==> src/ioc_pkg.sv <==
package ioc_pkg;
	localparam int CLK_HZ = 50_000_000;
	localparam int MS_PERIOD_US = 1000;
	localparam int MS_CYCLES = CLK_HZ / 1_000_000 * MS_PERIOD_US;
	localparam int STEP_INTERVAL_MS = 100;
	localparam int N_INPUTS = 5;
	localparam int FREQ_W = 20;
	localparam int REG_W = 16;

	localparam logic [REG_W-1:0] CONFIRM_MAX = 16'h7530;
	localparam logic [REG_W-1:0] CONFIRM_RST = 16'h0005;
	localparam logic [REG_W-1:0] RATE_MIN = 16'h0001;
	localparam logic [REG_W-1:0] RATE_MAX = 16'h03e8;
	localparam logic [REG_W-1:0] RATE_RST = 16'h0001;
	localparam logic [REG_W-1:0] POL_RST = 16'h0000;
	localparam logic [REG_W-1:0] DWELL_RST = 16'h03e8;
	localparam logic [2:0] AUTO_STEPS_RST = 3'h7;
	localparam int SAVE_BIT = 7;

	localparam logic [11:0] IDX_RAMP_MODE = 12'h209;
	localparam logic [11:0] IDX_STEP_RATE = 12'h20a;
	localparam logic [11:0] IDX_CONFIRM = 12'h20b;
	localparam logic [11:0] IDX_POLARITY = 12'h20c;
	localparam logic [11:0] IDX_FUNC_BASE = 12'h300;
	localparam logic [11:0] IDX_SAVE_CTRL = 12'h310;
	localparam logic [11:0] IDX_ACCEL = 12'h311;
	localparam logic [11:0] IDX_DECEL = 12'h312;
	localparam logic [11:0] IDX_DWELL = 12'h313;
	localparam logic [11:0] IDX_AUTO_LAST = 12'h314;
	localparam logic [11:0] IDX_IN_STATUS = 12'h320;
	localparam logic [11:0] IDX_FREQ_CMD = 12'h321;
	localparam logic [11:0] IDX_DRV_STATUS = 12'h322;

	localparam logic [7:0] FN_UP = 8'h13;
	localparam logic [7:0] FN_DOWN = 8'h14;
	localparam logic [7:0] FN_AUTO_RUN = 8'h5e;
	localparam logic [7:0] FN_AUTO_PAUSE = 8'h5f;
	localparam logic [7:0] FN_HAND_AUTO = 8'h61;
	localparam logic [7:0] FN_FWD_LIMIT = 8'h62;
	localparam logic [7:0] FN_REV_LIMIT = 8'h63;

	typedef enum logic [2:0] {
		RAMP_ACCEL = 3'b000,
		RAMP_CONST = 3'b001,
		RAMP_PULSE = 3'b010,
		RAMP_CURVE = 3'b011,
		RAMP_TIMED = 3'b100
	} ioc_ramp_e;

	typedef enum logic [1:0] {
		AUTO_IDLE = 2'b00,
		AUTO_RUN = 2'b01,
		AUTO_PAUSE = 2'b10
	} ioc_auto_e;
endpackage

==> src/ioc_confirm_filter.sv <==
`timescale 1ns/1ps
module ioc_confirm_filter #(
	parameter int N = 5,
	parameter int W = 16
) (
	input wire logic mclk_in,
	input wire logic sys_rst_in,
	input wire logic tick_ms_in,
	input wire logic [W-1:0] confirm_ms_in,
	input wire logic [N-1:0] raw_in,
	output logic [N-1:0] stable_out
);
	if (N < 1 || W < 2) begin : g_chk
		$error("ioc_confirm_filter: bad width");
	end

	for (genvar i = 0; i < N; i++) begin : g_ch
		logic last_q;
		logic stable_q;
		logic [W-1:0] cnt_q;
		wire logic differs = (last_q != stable_q);
		wire logic done = (cnt_q >= confirm_ms_in);

		assign stable_out[i] = stable_q;

		always_ff @(posedge mclk_in or posedge sys_rst_in) begin
			if (sys_rst_in) begin
				last_q <= 1'b0;
				stable_q <= 1'b0;
				cnt_q <= '0;
			end else begin
				last_q <= raw_in[i];
				if (raw_in[i] != last_q || !differs) begin
					cnt_q <= '0;
				end else if (done) begin
					stable_q <= last_q;
					cnt_q <= '0;
				end else if (tick_ms_in) begin
					cnt_q <= cnt_q + 1'b1;
				end
			end
		end
	end
endmodule

==> src/ioc_updown_stepper.sv <==
`timescale 1ns/1ps
module ioc_updown_stepper
	import ioc_pkg::*;
#(
	parameter int FW = 20,
	parameter logic [FW-1:0] FREQ_MAX = 20'h927c0
) (
	input wire logic mclk_in,
	input wire logic sys_rst_in,
	input wire logic tick_ms_in,
	input wire logic up_in,
	input wire logic down_in,
	input wire logic running_in,
	input wire logic clear_at_stop_in,
	input wire logic [2:0] mode_in,
	input wire logic [15:0] rate_in,
	input wire logic [15:0] accel_in,
	input wire logic [15:0] decel_in,
	output logic [FW-1:0] freq_out
);
	if (FW < 17) begin : g_chk
		$error("ioc_updown_stepper: frequency too narrow");
	end

	logic [FW-1:0] freq_q;
	logic [FW-1:0] curve_q;
	logic [6:0] iv_q;
	logic up_q;
	logic down_q;

	function automatic logic [FW-1:0] step_to(input logic [FW-1:0] f,
			input logic [FW-1:0] d, input logic up);
		logic [FW:0] s;
		s = '0;
		if (up) begin
			s = {1'b0, f} + {1'b0, d};
			step_to = (s > {1'b0, FREQ_MAX}) ? FREQ_MAX : s[FW-1:0];
		end else begin
			step_to = (f > d) ? f - d : '0;
		end
	endfunction

	wire logic one_dir = up_in ^ down_in;
	wire logic held = up_in | down_in;
	wire logic iv_end = tick_ms_in &&
		(iv_q == 7'(STEP_INTERVAL_MS - 1));
	wire logic pulse = (up_in & ~up_q) ^ (down_in & ~down_q);
	wire logic allow = running_in | ~clear_at_stop_in;
	wire logic [FW-1:0] rate_f = FW'(rate_in);
	wire logic [FW-1:0] ramp_f = FW'(up_in ? accel_in : decel_in);
	wire logic [FW-1:0] grow = curve_q + (curve_q >> 3) + 1'b1;

	logic go;
	logic [FW-1:0] delta;
	always_comb begin
		go = 1'b0;
		delta = rate_f;
		case (mode_in)
			RAMP_ACCEL: begin
				go = tick_ms_in & one_dir;
				delta = ramp_f;
			end
			RAMP_CONST: go = tick_ms_in & one_dir;
			RAMP_PULSE: go = pulse & one_dir;
			RAMP_CURVE: begin
				go = tick_ms_in & one_dir;
				delta = curve_q;
			end
			RAMP_TIMED: go = iv_end & one_dir;
			default: go = 1'b0;
		endcase
	end

	assign freq_out = freq_q;

	always_ff @(posedge mclk_in or posedge sys_rst_in) begin
		if (sys_rst_in) begin
			freq_q <= '0;
			curve_q <= '0;
			iv_q <= '0;
			up_q <= 1'b0;
			down_q <= 1'b0;
		end else begin
			up_q <= up_in;
			down_q <= down_in;
			if (!held) begin
				iv_q <= '0;
			end else if (iv_end) begin
				iv_q <= '0;
			end else if (tick_ms_in) begin
				iv_q <= iv_q + 1'b1;
			end
			if (!held) begin
				curve_q <= rate_f;
			end else if (iv_end) begin
				curve_q <= (grow > FREQ_MAX) ? FREQ_MAX : grow;
			end
			if (clear_at_stop_in && !running_in) begin
				freq_q <= '0;
			end else if (allow && go) begin
				freq_q <= step_to(freq_q, delta, up_in);
			end
		end
	end
endmodule

==> src/ioc_input_top.sv <==
`timescale 1ns/1ps
module ioc_input_top
	import ioc_pkg::*;
#(
	parameter int MS_CYC = ioc_pkg::MS_CYCLES,
	parameter int N = ioc_pkg::N_INPUTS
) (
	input wire logic mclk_in,
	input wire logic sys_rst_in,
	input wire logic psel_in,
	input wire logic penable_in,
	input wire logic pwrite_in,
	input wire logic [13:0] paddr_in,
	input wire logic [31:0] pwdata_in,
	output logic [31:0] prdata_out,
	output logic pready_out,
	output logic pslverr_out,
	input wire logic [N-1:0] di_in,
	input wire logic run_fwd_in,
	input wire logic run_rev_in,
	output logic [N-1:0] di_active_out,
	output logic [ioc_pkg::FREQ_W-1:0] freq_cmd_out,
	output logic auto_run_out,
	output logic auto_paused_out,
	output logic [2:0] auto_step_out,
	output logic hand_mode_out,
	output logic stop_fwd_out,
	output logic stop_rev_out
);
	if (MS_CYC < 2 || N != N_INPUTS) begin : g_chk
		$error("ioc_input_top: unsupported parameter");
	end

	localparam int TW = $clog2(MS_CYC);

	// ------------------------------------------------------------
	// Millisecond time base
	// ------------------------------------------------------------
	logic [TW-1:0] div_q;
	logic tick_q;

	always_ff @(posedge mclk_in or posedge sys_rst_in) begin
		if (sys_rst_in) begin
			div_q <= '0;
			tick_q <= 1'b0;
		end else begin
			tick_q <= (div_q == TW'(MS_CYC - 1));
			div_q <= (div_q == TW'(MS_CYC - 1)) ? '0 : div_q + 1'b1;
		end
	end

	// ------------------------------------------------------------
	// Register file
	// ------------------------------------------------------------
	logic [2:0] mode_q;
	logic [15:0] rate_q;
	logic [15:0] confirm_q;
	logic [15:0] pol_q;
	logic [15:0] save_q;
	logic [15:0] accel_q;
	logic [15:0] decel_q;
	logic [15:0] dwell_q;
	logic [2:0] last_step_q;
	logic [7:0] func_q [N];
	logic [31:0] prdata_q;
	logic pready_q;
	logic pslverr_q;

	wire logic [11:0] idx = paddr_in[13:2];
	wire logic setup = psel_in & ~penable_in;
	wire logic wr = psel_in & penable_in & pready_q & pwrite_in & ~pslverr_q;
	wire logic [15:0] wv = pwdata_in[15:0];
	wire logic func_hit = (idx >= IDX_FUNC_BASE) &&
		(idx < IDX_FUNC_BASE + 12'(N));
	wire logic [2:0] func_sel = 3'(idx - IDX_FUNC_BASE);

	function automatic logic [15:0] clamp(input logic [15:0] v,
			input logic [15:0] lo, input logic [15:0] hi);
		clamp = (v < lo) ? lo : ((v > hi) ? hi : v);
	endfunction

	always_ff @(posedge mclk_in or posedge sys_rst_in) begin
		if (sys_rst_in) begin
			mode_q <= RAMP_ACCEL;
			rate_q <= RATE_RST;
			confirm_q <= CONFIRM_RST;
			pol_q <= POL_RST;
			save_q <= '0;
			accel_q <= RATE_RST;
			decel_q <= RATE_RST;
			dwell_q <= DWELL_RST;
			last_step_q <= AUTO_STEPS_RST;
		end else if (wr) begin
			case (idx)
				IDX_RAMP_MODE: mode_q <= (wv > 16'(RAMP_TIMED)) ?
					RAMP_TIMED : wv[2:0];
				IDX_STEP_RATE: rate_q <= clamp(wv, RATE_MIN, RATE_MAX);
				IDX_CONFIRM: confirm_q <= clamp(wv, '0, CONFIRM_MAX);
				IDX_POLARITY: pol_q <= wv;
				IDX_SAVE_CTRL: save_q <= wv;
				IDX_ACCEL: accel_q <= clamp(wv, RATE_MIN, RATE_MAX);
				IDX_DECEL: decel_q <= clamp(wv, RATE_MIN, RATE_MAX);
				IDX_DWELL: dwell_q <= clamp(wv, RATE_MIN, 16'hffff);
				IDX_AUTO_LAST: last_step_q <= wv[2:0];
				default: last_step_q <= last_step_q;
			endcase
		end
	end

	for (genvar i = 0; i < N; i++) begin : g_func
		always_ff @(posedge mclk_in or posedge sys_rst_in) begin
			if (sys_rst_in) begin
				func_q[i] <= '0;
			end else if (wr && func_hit && func_sel == 3'(i)) begin
				func_q[i] <= wv[7:0];
			end
		end
	end

	// ------------------------------------------------------------
	// Input conditioning
	// ------------------------------------------------------------
	logic [N-1:0] stable;
	logic [N-1:0] active_q;

	ioc_confirm_filter #(
		.N(N),
		.W(16)
	) u_filter (
		.mclk_in(mclk_in),
		.sys_rst_in(sys_rst_in),
		.tick_ms_in(tick_q),
		.confirm_ms_in(confirm_q),
		.raw_in(di_in),
		.stable_out(stable)
	);

	wire logic [N-1:0] active = stable ^ pol_q[N-1:0];

	function automatic logic fn_on(input logic [7:0] code,
			input logic [N-1:0] act, input logic [8*N-1:0] fmap);
		fn_on = 1'b0;
		for (int k = 0; k < N; k++) begin
			if (act[k] && fmap[8*k +: 8] == code) begin
				fn_on = 1'b1;
			end
		end
	endfunction

	logic [8*N-1:0] fmap;
	always_comb begin
		fmap = '0;
		for (int k = 0; k < N; k++) begin
			fmap[8*k +: 8] = func_q[k];
		end
	end

	wire logic fn_up = fn_on(FN_UP, active, fmap);
	wire logic fn_down = fn_on(FN_DOWN, active, fmap);
	wire logic fn_auto = fn_on(FN_AUTO_RUN, active, fmap);
	wire logic fn_pause = fn_on(FN_AUTO_PAUSE, active, fmap);
	wire logic fn_hand = fn_on(FN_HAND_AUTO, active, fmap);
	wire logic fn_fwd_lim = fn_on(FN_FWD_LIMIT, active, fmap);
	wire logic fn_rev_lim = fn_on(FN_REV_LIMIT, active, fmap);
	wire logic running = run_fwd_in | run_rev_in;

	ioc_updown_stepper #(
		.FW(FREQ_W)
	) u_stepper (
		.mclk_in(mclk_in),
		.sys_rst_in(sys_rst_in),
		.tick_ms_in(tick_q),
		.up_in(fn_up),
		.down_in(fn_down),
		.running_in(running),
		.clear_at_stop_in(save_q[SAVE_BIT]),
		.mode_in(mode_q),
		.rate_in(rate_q),
		.accel_in(accel_q),
		.decel_in(decel_q),
		.freq_out(freq_cmd_out)
	);

	// ------------------------------------------------------------
	// Auto-run sequencer and limit stops
	// ------------------------------------------------------------
	ioc_auto_e auto_q;
	logic [15:0] dwell_cnt_q;
	logic [2:0] step_q;
	logic hand_q;
	logic hand_prev_q;
	logic stop_fwd_q;
	logic stop_rev_q;
	logic auto_on_q;
	logic auto_hold_q;

	wire logic dwell_done = tick_q && (dwell_cnt_q + 1'b1 >= dwell_q);
	wire logic [2:0] step_next = (step_q >= last_step_q) ? '0 :
		step_q + 1'b1;

	always_ff @(posedge mclk_in or posedge sys_rst_in) begin
		if (sys_rst_in) begin
			auto_q <= AUTO_IDLE;
			dwell_cnt_q <= '0;
			step_q <= '0;
		end else begin
			case (auto_q)
				AUTO_IDLE: begin
					dwell_cnt_q <= '0;
					step_q <= '0;
					if (fn_auto) begin
						auto_q <= AUTO_RUN;
					end
				end
				AUTO_RUN: begin
					if (!fn_auto) begin
						auto_q <= AUTO_IDLE;
					end else if (fn_pause) begin
						auto_q <= AUTO_PAUSE;
					end else if (dwell_done) begin
						dwell_cnt_q <= '0;
						step_q <= step_next;
					end else if (tick_q) begin
						dwell_cnt_q <= dwell_cnt_q + 1'b1;
					end
				end
				AUTO_PAUSE: begin
					if (!fn_auto) begin
						auto_q <= AUTO_IDLE;
					end else if (!fn_pause) begin
						auto_q <= AUTO_RUN;
					end
				end
				default: auto_q <= AUTO_IDLE;
			endcase
		end
	end

	always_ff @(posedge mclk_in or posedge sys_rst_in) begin
		if (sys_rst_in) begin
			hand_q <= 1'b0;
			hand_prev_q <= 1'b0;
			stop_fwd_q <= 1'b0;
			stop_rev_q <= 1'b0;
			active_q <= '0;
			auto_on_q <= 1'b0;
			auto_hold_q <= 1'b0;
		end else begin
			auto_on_q <= (auto_q != AUTO_IDLE);
			auto_hold_q <= (auto_q == AUTO_PAUSE);
			hand_prev_q <= fn_hand;
			if (fn_hand && !hand_prev_q) begin
				hand_q <= ~hand_q;
			end
			stop_fwd_q <= fn_fwd_lim & run_fwd_in;
			stop_rev_q <= fn_rev_lim & run_rev_in;
			active_q <= active;
		end
	end

	// ------------------------------------------------------------
	// APB answer
	// ------------------------------------------------------------
	logic [31:0] rd;
	logic rd_ok;
	always_comb begin
		rd = '0;
		rd_ok = 1'b1;
		case (idx)
			IDX_RAMP_MODE: rd = 32'(mode_q);
			IDX_STEP_RATE: rd = 32'(rate_q);
			IDX_CONFIRM: rd = 32'(confirm_q);
			IDX_POLARITY: rd = 32'(pol_q);
			IDX_SAVE_CTRL: rd = 32'(save_q);
			IDX_ACCEL: rd = 32'(accel_q);
			IDX_DECEL: rd = 32'(decel_q);
			IDX_DWELL: rd = 32'(dwell_q);
			IDX_AUTO_LAST: rd = 32'(last_step_q);
			IDX_IN_STATUS: rd = {16'h0000, 3'h0, stable, 3'h0, active};
			IDX_FREQ_CMD: rd = 32'(freq_cmd_out);
			IDX_DRV_STATUS: rd = {24'h00_0000, step_q, auto_q,
				hand_q, stop_fwd_q, stop_rev_q};
			default: begin
				rd_ok = func_hit;
				rd = func_hit ? 32'(func_q[func_sel]) : '0;
			end
		endcase
	end

	always_ff @(posedge mclk_in or posedge sys_rst_in) begin
		if (sys_rst_in) begin
			prdata_q <= '0;
			pready_q <= 1'b0;
			pslverr_q <= 1'b0;
		end else begin
			pready_q <= setup;
			pslverr_q <= setup & ~rd_ok;
			if (setup) begin
				prdata_q <= pwrite_in ? '0 : rd;
			end
		end
	end

	assign prdata_out = prdata_q;
	assign pready_out = pready_q;
	assign pslverr_out = pslverr_q;
	assign di_active_out = active_q;
	assign auto_run_out = auto_on_q;
	assign auto_paused_out = auto_hold_q;
	assign auto_step_out = step_q;
	assign hand_mode_out = hand_q;
	assign stop_fwd_out = stop_fwd_q;
	assign stop_rev_out = stop_rev_q;
endmodule

==> config.mk <==
export PLATFORM = sky130hd
export DESIGN_NAME = ioc_input_top
export DESIGN_NICKNAME = d
export VERILOG_FILES = /design/src/ioc_pkg.sv /design/src/ioc_confirm_filter.sv /design/src/ioc_updown_stepper.sv /design/src/ioc_input_top.sv
export SDC_FILE = /design/constraint.sdc
export NUM_CORES = 1
export LEC_CHECK = 0
export BUFFER_PORTS_ARGS = -buffer_cell sky130_fd_sc_hd__buf_2
export CAP_MARGIN = 20
export CELL_PAD_IN_SITES_DETAIL_PLACEMENT = 1
export CELL_PAD_IN_SITES_GLOBAL_PLACEMENT = 1
export CORE_ASPECT_RATIO = 1.25
export CORE_UTILIZATION = 52
export CTS_CLUSTER_DIAMETER = 60
export DETAILED_ROUTE_END_ITERATION = 7
export PLACE_DENSITY_LB_ADDON = 0.1
export SLEW_MARGIN = 20
export SYNTH_ARGS = -nofsm -noshare
export SYNTH_HDL_FRONTEND = slang
export SYNTH_SLANG_ARGS = --single-unit
==> constraint.sdc <==
create_clock -name mclk_in -period 28.4 [get_ports mclk_in]
set_input_delay 7.1 -clock mclk_in [delete_from_list [all_inputs] [get_ports mclk_in]]
set_output_delay 7.1 -clock mclk_in [all_outputs]
set_load 0.005 [all_outputs]
; Yosys cells after proc, flatten, opt, wreduce, memory -nomap -nowiden
; Index checks and enable logic that the tools add are counted.
[classes]
muxes = 95
n_reduce_logical = 89
add_sub_neg = 14
n_eq_ne = 78
n_bitwise = 32
order_cmp = 19
[ops]
columns = cell, count
row1 = 2-to-1 mux 16 bit, 27
row2 = one-hot mux 20 bit (12 select lines), 1
row3 = "equality test 8 x 7 -> 1 bit, second input constant", 25
row4 = 2-to-1 mux 20 bit, 8
row5 = "equality test 12 x 10 -> 1 bit, second input constant", 12
row6 = "adder 16 x 1 -> 16 bit, second input constant", 7
row7 = >= comparator 16 bit, 6
row8 = "equality test 8 x 5 -> 1 bit, second input constant", 10
row9 = logical AND 1 bit, 47
row10 = one-hot mux 20 bit (2 select lines), 1
row11 = 2-to-1 mux 1 bit, 36
row12 = "< comparator 16 x 1 -> 1 bit, second input constant", 2
row13 = 2-to-1 mux 32 bit, 1
row14 = one-hot mux 16 bit (2 select lines), 1
row15 = AND reduction 2 bit, 14
row16 = binary-select mux 8 bit (select 3 bit), 1
row17 = 2-to-1 mux 8 bit, 3
row18 = adder 20 x 20 -> 21 bit, 1
row19 = "greater-than comparator 21 x 20 -> 1 bit, second input constant", 1
row20 = 2-to-1 mux 7 bit, 3
row21 = "adder 20 x 1 -> 20 bit, second input constant", 1
row22 = adder 20 x 17 -> 20 bit, 1
row23 = greater-than comparator 20 bit, 1
row24 = "greater-than comparator 20 bit, second input constant", 1
row25 = other kinds (43), 116
[totals]
wordCells = 376
register_bits = 380
output_inout_bits = 67
in_bits = 58

; Logic depth before layout (Yosys ltp)
[logic_depth]
ltp_word = 15
ltp_mapped = 24
mapped_depth_nobuf = 20

; By module
; Synthesis repeated with hierarchy kept, for this count alone.
[unflattened]
hier_cells = 2594
hier_area_um2 = 24119.4
[modules_own_cells]
columns = module, seq_area_each_um2, n_inst, area_per_inst_um2, cells_each
row1 = ioc_input_top, 5748.0, 1, 11693.7, 1133
row2 = ioc_updown_stepper, 1226.2, 1, 6248.5, 801
row3 = ioc_confirm_filter, 2252.2, 1, 6177.2, 660

; Least setup slack after synthesis
; No wires, ideal clock.
[synth_path]
path_type = input to register
startpoint = in paddr_in[13]
endpoint = reg pol_q[15]
setup_ns = 0.125
required_ns = 28.275
path_buffers = 1
t_arrival_ns = 9.448
path_slack_ns = 18.827
cell_stages = 6
cell_sequence = or3b_1 nor4_1 nand3_1 nor3_1 clkbuf_1 mux2_2
[synth_between]
elab_chain_len = 2
[synth_rtl]
columns = item, line
row1 = from (decl), ioc_input_top.sv:13  ; input wire logic [13:0] paddr_in,
row2 = equality test 12 x 10 -> 1 bit, ioc_input_top.sv:94  ; case (idx)
row3 = AND reduction 2 bit (no line), -
row4 = to (signal assigned), ioc_input_top.sv:99  ; IDX_POLARITY: pol_q <= wv;
row5 = to (decl), ioc_input_top.sv:58  ; logic [15:0] pol_q;
; No other way between the ends.
; A chain may end at the register's enable or synchronous reset.

; Worst setup path in the final report
[layout_path]
startpoint = in paddr_in[13]
endpoint = reg prdata_q[16] (netlist: prdata_out[16])
[layout_between]
elab_chain_len = 3
elab_cells_between_ends = 14
cone_classes = eq/ne (12) / mux (2)
[layout_rtl]
columns = item, line
row1 = equality test 12 x 10 -> 1 bit, ioc_input_top.sv:269  ; case (idx)
row2 = one-hot mux 20 bit (12 select lines) (*), ioc_input_top.sv:269
row3 = 2-to-1 mux 32 bit (*), ioc_input_top.sv:299  ; prdata_q <= pwrite_in ? '0 : rd;
row4 = to (signal assigned), ioc_input_top.sv:299
row5 = to (decl), ioc_input_top.sv:65  ; logic [31:0] prdata_q;
; Every way passes the cells marked *; elsewhere a longest branch is shown, timed or not.

==> tab_implementation.tex <==
\begin{tabular}{lr}
\hline
Metric & Value \\
\hline
\multicolumn{2}{l}{\textbf{Run status}} \\
Result of the run & completed \\
\multicolumn{2}{l}{\textbf{Pwr}} \\
Final total power & 1.15 mW \\
Worst ir drop on vdd & 0.0458 mV \\
LEAKAGE & 12.6 nW \\
Cell Pwr Density & 44.6 nW/µm² \\
\multicolumn{2}{l}{\textbf{Routing}} \\
Count of routing violations after the opening detailed-route iteration & 1331 \\
Final wirelength & 79100 µm \\
Detailed-route wire length per cell & 25.0 µm \\
Via total after detailed routing & 20354 \\
Remaining antenna violation count & 0 \\
DRC violation count after routing & 0 \\
Drt via density & 6.42 \\
Total iterations of the first detailed-routing run & 7 \\
\multicolumn{2}{l}{\textbf{Synthesis}} \\
Count of distinct cell types in the synthesized netlist & 93 \\
Most common cell in the netlist & sky130\_fd\_sc\_hd\_\_dfrtp\_1 \\
Cell taking the most area after synthesis & sky130\_fd\_sc\_hd\_\_dfrtp\_1 \\
Count of mapped cells out of synthesis & 2490 \\
Fraction of the yosys area taken by sequential cells & 39.7\% \\
Dominant synthesized flop cell & sky130\_fd\_sc\_hd\_\_dfrtp\_1 \\
Main area contributors after synthesis & sky130\_fd\_sc\_hd\_\_dfrtp\_1, sky130\_fd\_sc\_hd\_\_ha\_1, sky130\_fd\_sc\_hd\_\_nor2\_1 \\
Post-synth EDFFs & 0 \\
Post-synth ARST share & 100\% \\
Synthesized cell area & 23300 µm² \\
Number of warning messages in the yosys log & 0 \\
Synthesized area per cell & 9.34 µm² \\
Most frequent cells after synthesis & sky130\_fd\_sc\_hd\_\_dfrtp\_1, sky130\_fd\_sc\_hd\_\_nor2\_1, sky130\_fd\_sc\_hd\_\_nand2\_1, sky130\_fd\_sc\_hd\_\_ha\_1, sky130\_fd\_sc\_hd\_\_o21ai\_0 \\
Share of the synthesized area in the top cell type & 38.1\% \\
Register bit total from synthesis & 368 \\
\multicolumn{2}{l}{\textbf{Layout}} \\
Fillers & 5028 \\
Share of post-route cells with drive strength above 1 & 13.0\% \\
Layout Nets & 2796 \\
Syn-to-layout area delta & 11.0\% \\
Final cell count without fillers & 3169 \\
Area occupied by multi-input gates & 13300 µm² \\
Final design instance area without fill & 25800 µm² \\
Area of all sequential standard cells & 9230 µm² \\
Utilization after layout & 58.6\% \\
\multicolumn{2}{l}{\textbf{STA}} \\
Max\_slew headroom & 28.5\% \\
Shortest clock period the worst path allows after layout & 9.98 ns \\
Achievable Freq & 100 MHz \\
Post-route setup slack & 18.42 ns \\
Count of endpoints failing hold in the final timing report & 0 \\
Post-route clock period utilization & 35.1\% \\
Clk\_skew & 0.0157 ns \\
Smallest hold slack & 0.467 ns \\
Finish-stage setup viols & 0 \\
Worst Tran Pin Value & 1.07 ns \\
Final Max Slew Viols & 0 \\
Fin Setup TNS & 0 ns \\
Unrepaired setup endpoints after global routing & no \\
\multicolumn{2}{l}{\textbf{Placed design}} \\
Worst slack at placement & 17.97 ns \\
Post-place instance area & 24300 µm² \\
Dpl hpwl & 58500 µm \\
RePlAce Congestion & 0.955 \\
Instance count after placement with tap cells included & 3088 \\
PortBufs & 94 \\
\multicolumn{2}{l}{\textbf{Die}} \\
Placement Rows & 86 \\
Top-level port count & 125 \\
Die X-Extent & 191 µm \\
Starting Density & 52.7\% \\
Overall die area & 45600 µm² \\
Die height & 238 µm \\
Core region area & 44100 µm² \\
\multicolumn{2}{l}{\textbf{Setup path}} \\
Worst setup path startpoint & paddr\_in[13] \\
Crit-path max FO & 17 \\
Critical Path AT & 10.48 ns \\
Category of the worst setup path launch point & primary input \\
Setup crit end kind & flip-flop \\
Reg2reg start & u\_filter.g\_ch[0].stable\_q \\
Critical Path RT & 28.90 ns \\
Path type of the worst setup path & primary input to flip-flop \\
\multicolumn{2}{l}{\textbf{Global route}} \\
Met1 Track Usage GR & 41.0\% \\
GRT Overall Usage & 35.3\% \\
GRT Residual Overflow & 0 \\
Pin count of the biggest net entering global routing & 87 \\
Number of global-route vias before repair & 21702 \\
Met3 Track Usage GR & 7.00\% \\
GRT busiest layer & met2 \\
First-pass GRT wire length & 124000 µm \\
Global routing usage on met2 & 60.3\% \\
Initial antenna violation count & 7 \\
\multicolumn{2}{l}{\textbf{Clock tree}} \\
Clock edge transition at the registers on the reported setup and hold paths & 0.06 ns \\
Quantity of gates resized following cts & 0 \\
Insertion delay to the later sink of the worst-skew pair & 0.57 ns \\
Number of CTS-inserted buffers & 42 \\
Master cell of the clock root buffer & sky130\_fd\_sc\_hd\_\_clkbuf\_16 \\
Number of clock sinks & 368 \\
TritonCTS clock tree & done \\
Clock Path Buffers & 3 \\
H-Tree Depth & 2 \\
Hold buffer count at CTS & 0 \\
Post CTS Setup Buffer Count & 0 \\
\multicolumn{2}{l}{\textbf{Hold path}} \\
Hold wc startpoint & prdata\_out[3] \\
Class of the tightest hold or removal check & flip-flop to flip-flop \\
\multicolumn{2}{l}{\textbf{Flow run}} \\
MaxCap Viol Count & 0 \\
\hline
\end{tabular}
==> registers in the layout (all words and copies together), names as in the netlist, 2 cells and up <==
register	cells
fmap	40
u_stepper.iv_q	7
auto_step_out	3
auto_q	2
u_filter.g_ch.stable_q	5
pol_q	16
di_active_out	5
last_step_q	3
dwell_cnt_q	16
u_stepper.curve_q	20
u_stepper.freq_out	20
accel_q	16
div_q	16
prdata_out	20
u_filter.g_ch.cnt_q	80
confirm_q	16
decel_q	16
u_filter.g_ch.last_q	5
rate_q	16
mode_q	3
save_q	16
dwell_q	16
==> power breakdown <==
part / internal (mW) / total, mW / switching [mW]
registers: 0.525 / 0.526 / 0.000530
logic: 0.00570 / 0.0312 / 0.0255
clock network: 0.363 / 0.596 / 0.233
total: 0.894 / 1.15 / 0.259
==> logic make-up after synthesis <==
group / after synthesis / synth area share (%)
flops: 368 / 39.7
fa+ha+maj: 177 / 9.61
simple gates: 873 / 18.4
xor+xnor: 145 / 5.46
buf+inv: 215 / 3.76
other cells: 1 / 0.0161
compound gates: 603 / 17.6
mux: 108 / 5.47
==> critical path, stage by stage <==
cell,delay [ns]
sky130_fd_sc_hd__buf_2,0.09
sky130_fd_sc_hd__or3b_1,0.39
sky130_fd_sc_hd__nor4_1,0.41
sky130_fd_sc_hd__nand3_1,0.52
sky130_fd_sc_hd__and3_1,0.35
sky130_fd_sc_hd__o21ai_0,0.16
sky130_fd_sc_hd__nand3_1,0.38
sky130_fd_sc_hd__nor3_2,0.22
sky130_fd_sc_hd__buf_4,0.30
sky130_fd_sc_hd__and2_1,0.34
sky130_fd_sc_hd__a22o_1,0.20
==> layout make-up <==
class / instances / area share, %
well taps: 572 / 2.77
repair buffers: 120 / 2.58
clock inverters: 22 / 1.21
diodes: 3 / 0.0291
inverters: 111 / 1.64
clock buffers: 55 / 4.65
flip-flops and latches: 368 / 35.7
multi-input cells: 1918 / 51.4
==> final timing paths <==
check                                    endpoint  slack (ns)  depth (start not counted)
hold reg to reg                     prdata_out[3]        0.47                          2
setup / recovery                   prdata_out[16]       18.42                         11
setup reg to reg           u_stepper.freq_out[10]       20.44                         18
hold / removal                      prdata_out[3]        0.47                          2
min in group asynchronous                fmap[21]        6.60                          2
max in group asynchronous   u_stepper.curve_q[10]       20.33                          3
==> per-layer routing <==
| metal | wire length [µm] | part of all wire [%] |
|---|---|---|
| met5 | 56 | 0.071 |
| met4 | 4790 | 6.1 |
| met3 | 4660 | 5.9 |
| met2 | 39200 | 50 |
| met1 | 30400 | 38 |
==> placed cells by master (no fill, tap or decap), types with 27 or more instances in the layout <==
cell,netlist,final
sky130_fd_sc_hd__xor2_1,74,74
sky130_fd_sc_hd__mux2_2,73,73
sky130_fd_sc_hd__nor3_1,40,37
sky130_fd_sc_hd__and3_1,30,30
sky130_fd_sc_hd__nand3_1,75,75
sky130_fd_sc_hd__a22oi_1,66,66
sky130_fd_sc_hd__ha_1,174,174
sky130_fd_sc_hd__clkbuf_16,0,43
sky130_fd_sc_hd__nor2_1,254,252
sky130_fd_sc_hd__a21o_1,72,72
sky130_fd_sc_hd__buf_2,12,94
sky130_fd_sc_hd__dfrtp_1,354,354
sky130_fd_sc_hd__inv_1,109,108
sky130_fd_sc_hd__nor2b_1,42,41
sky130_fd_sc_hd__o21ai_0,144,144
sky130_fd_sc_hd__xnor2_1,71,71
sky130_fd_sc_hd__nand2_1,222,222
sky130_fd_sc_hd__mux2i_1,27,27
sky130_fd_sc_hd__a21oi_1,114,114
sky130_fd_sc_hd__nand4_1,62,62
sky130_fd_sc_hd__nand2b_1,29,29
No activity file was read; power rests on OpenSTA's default activity.
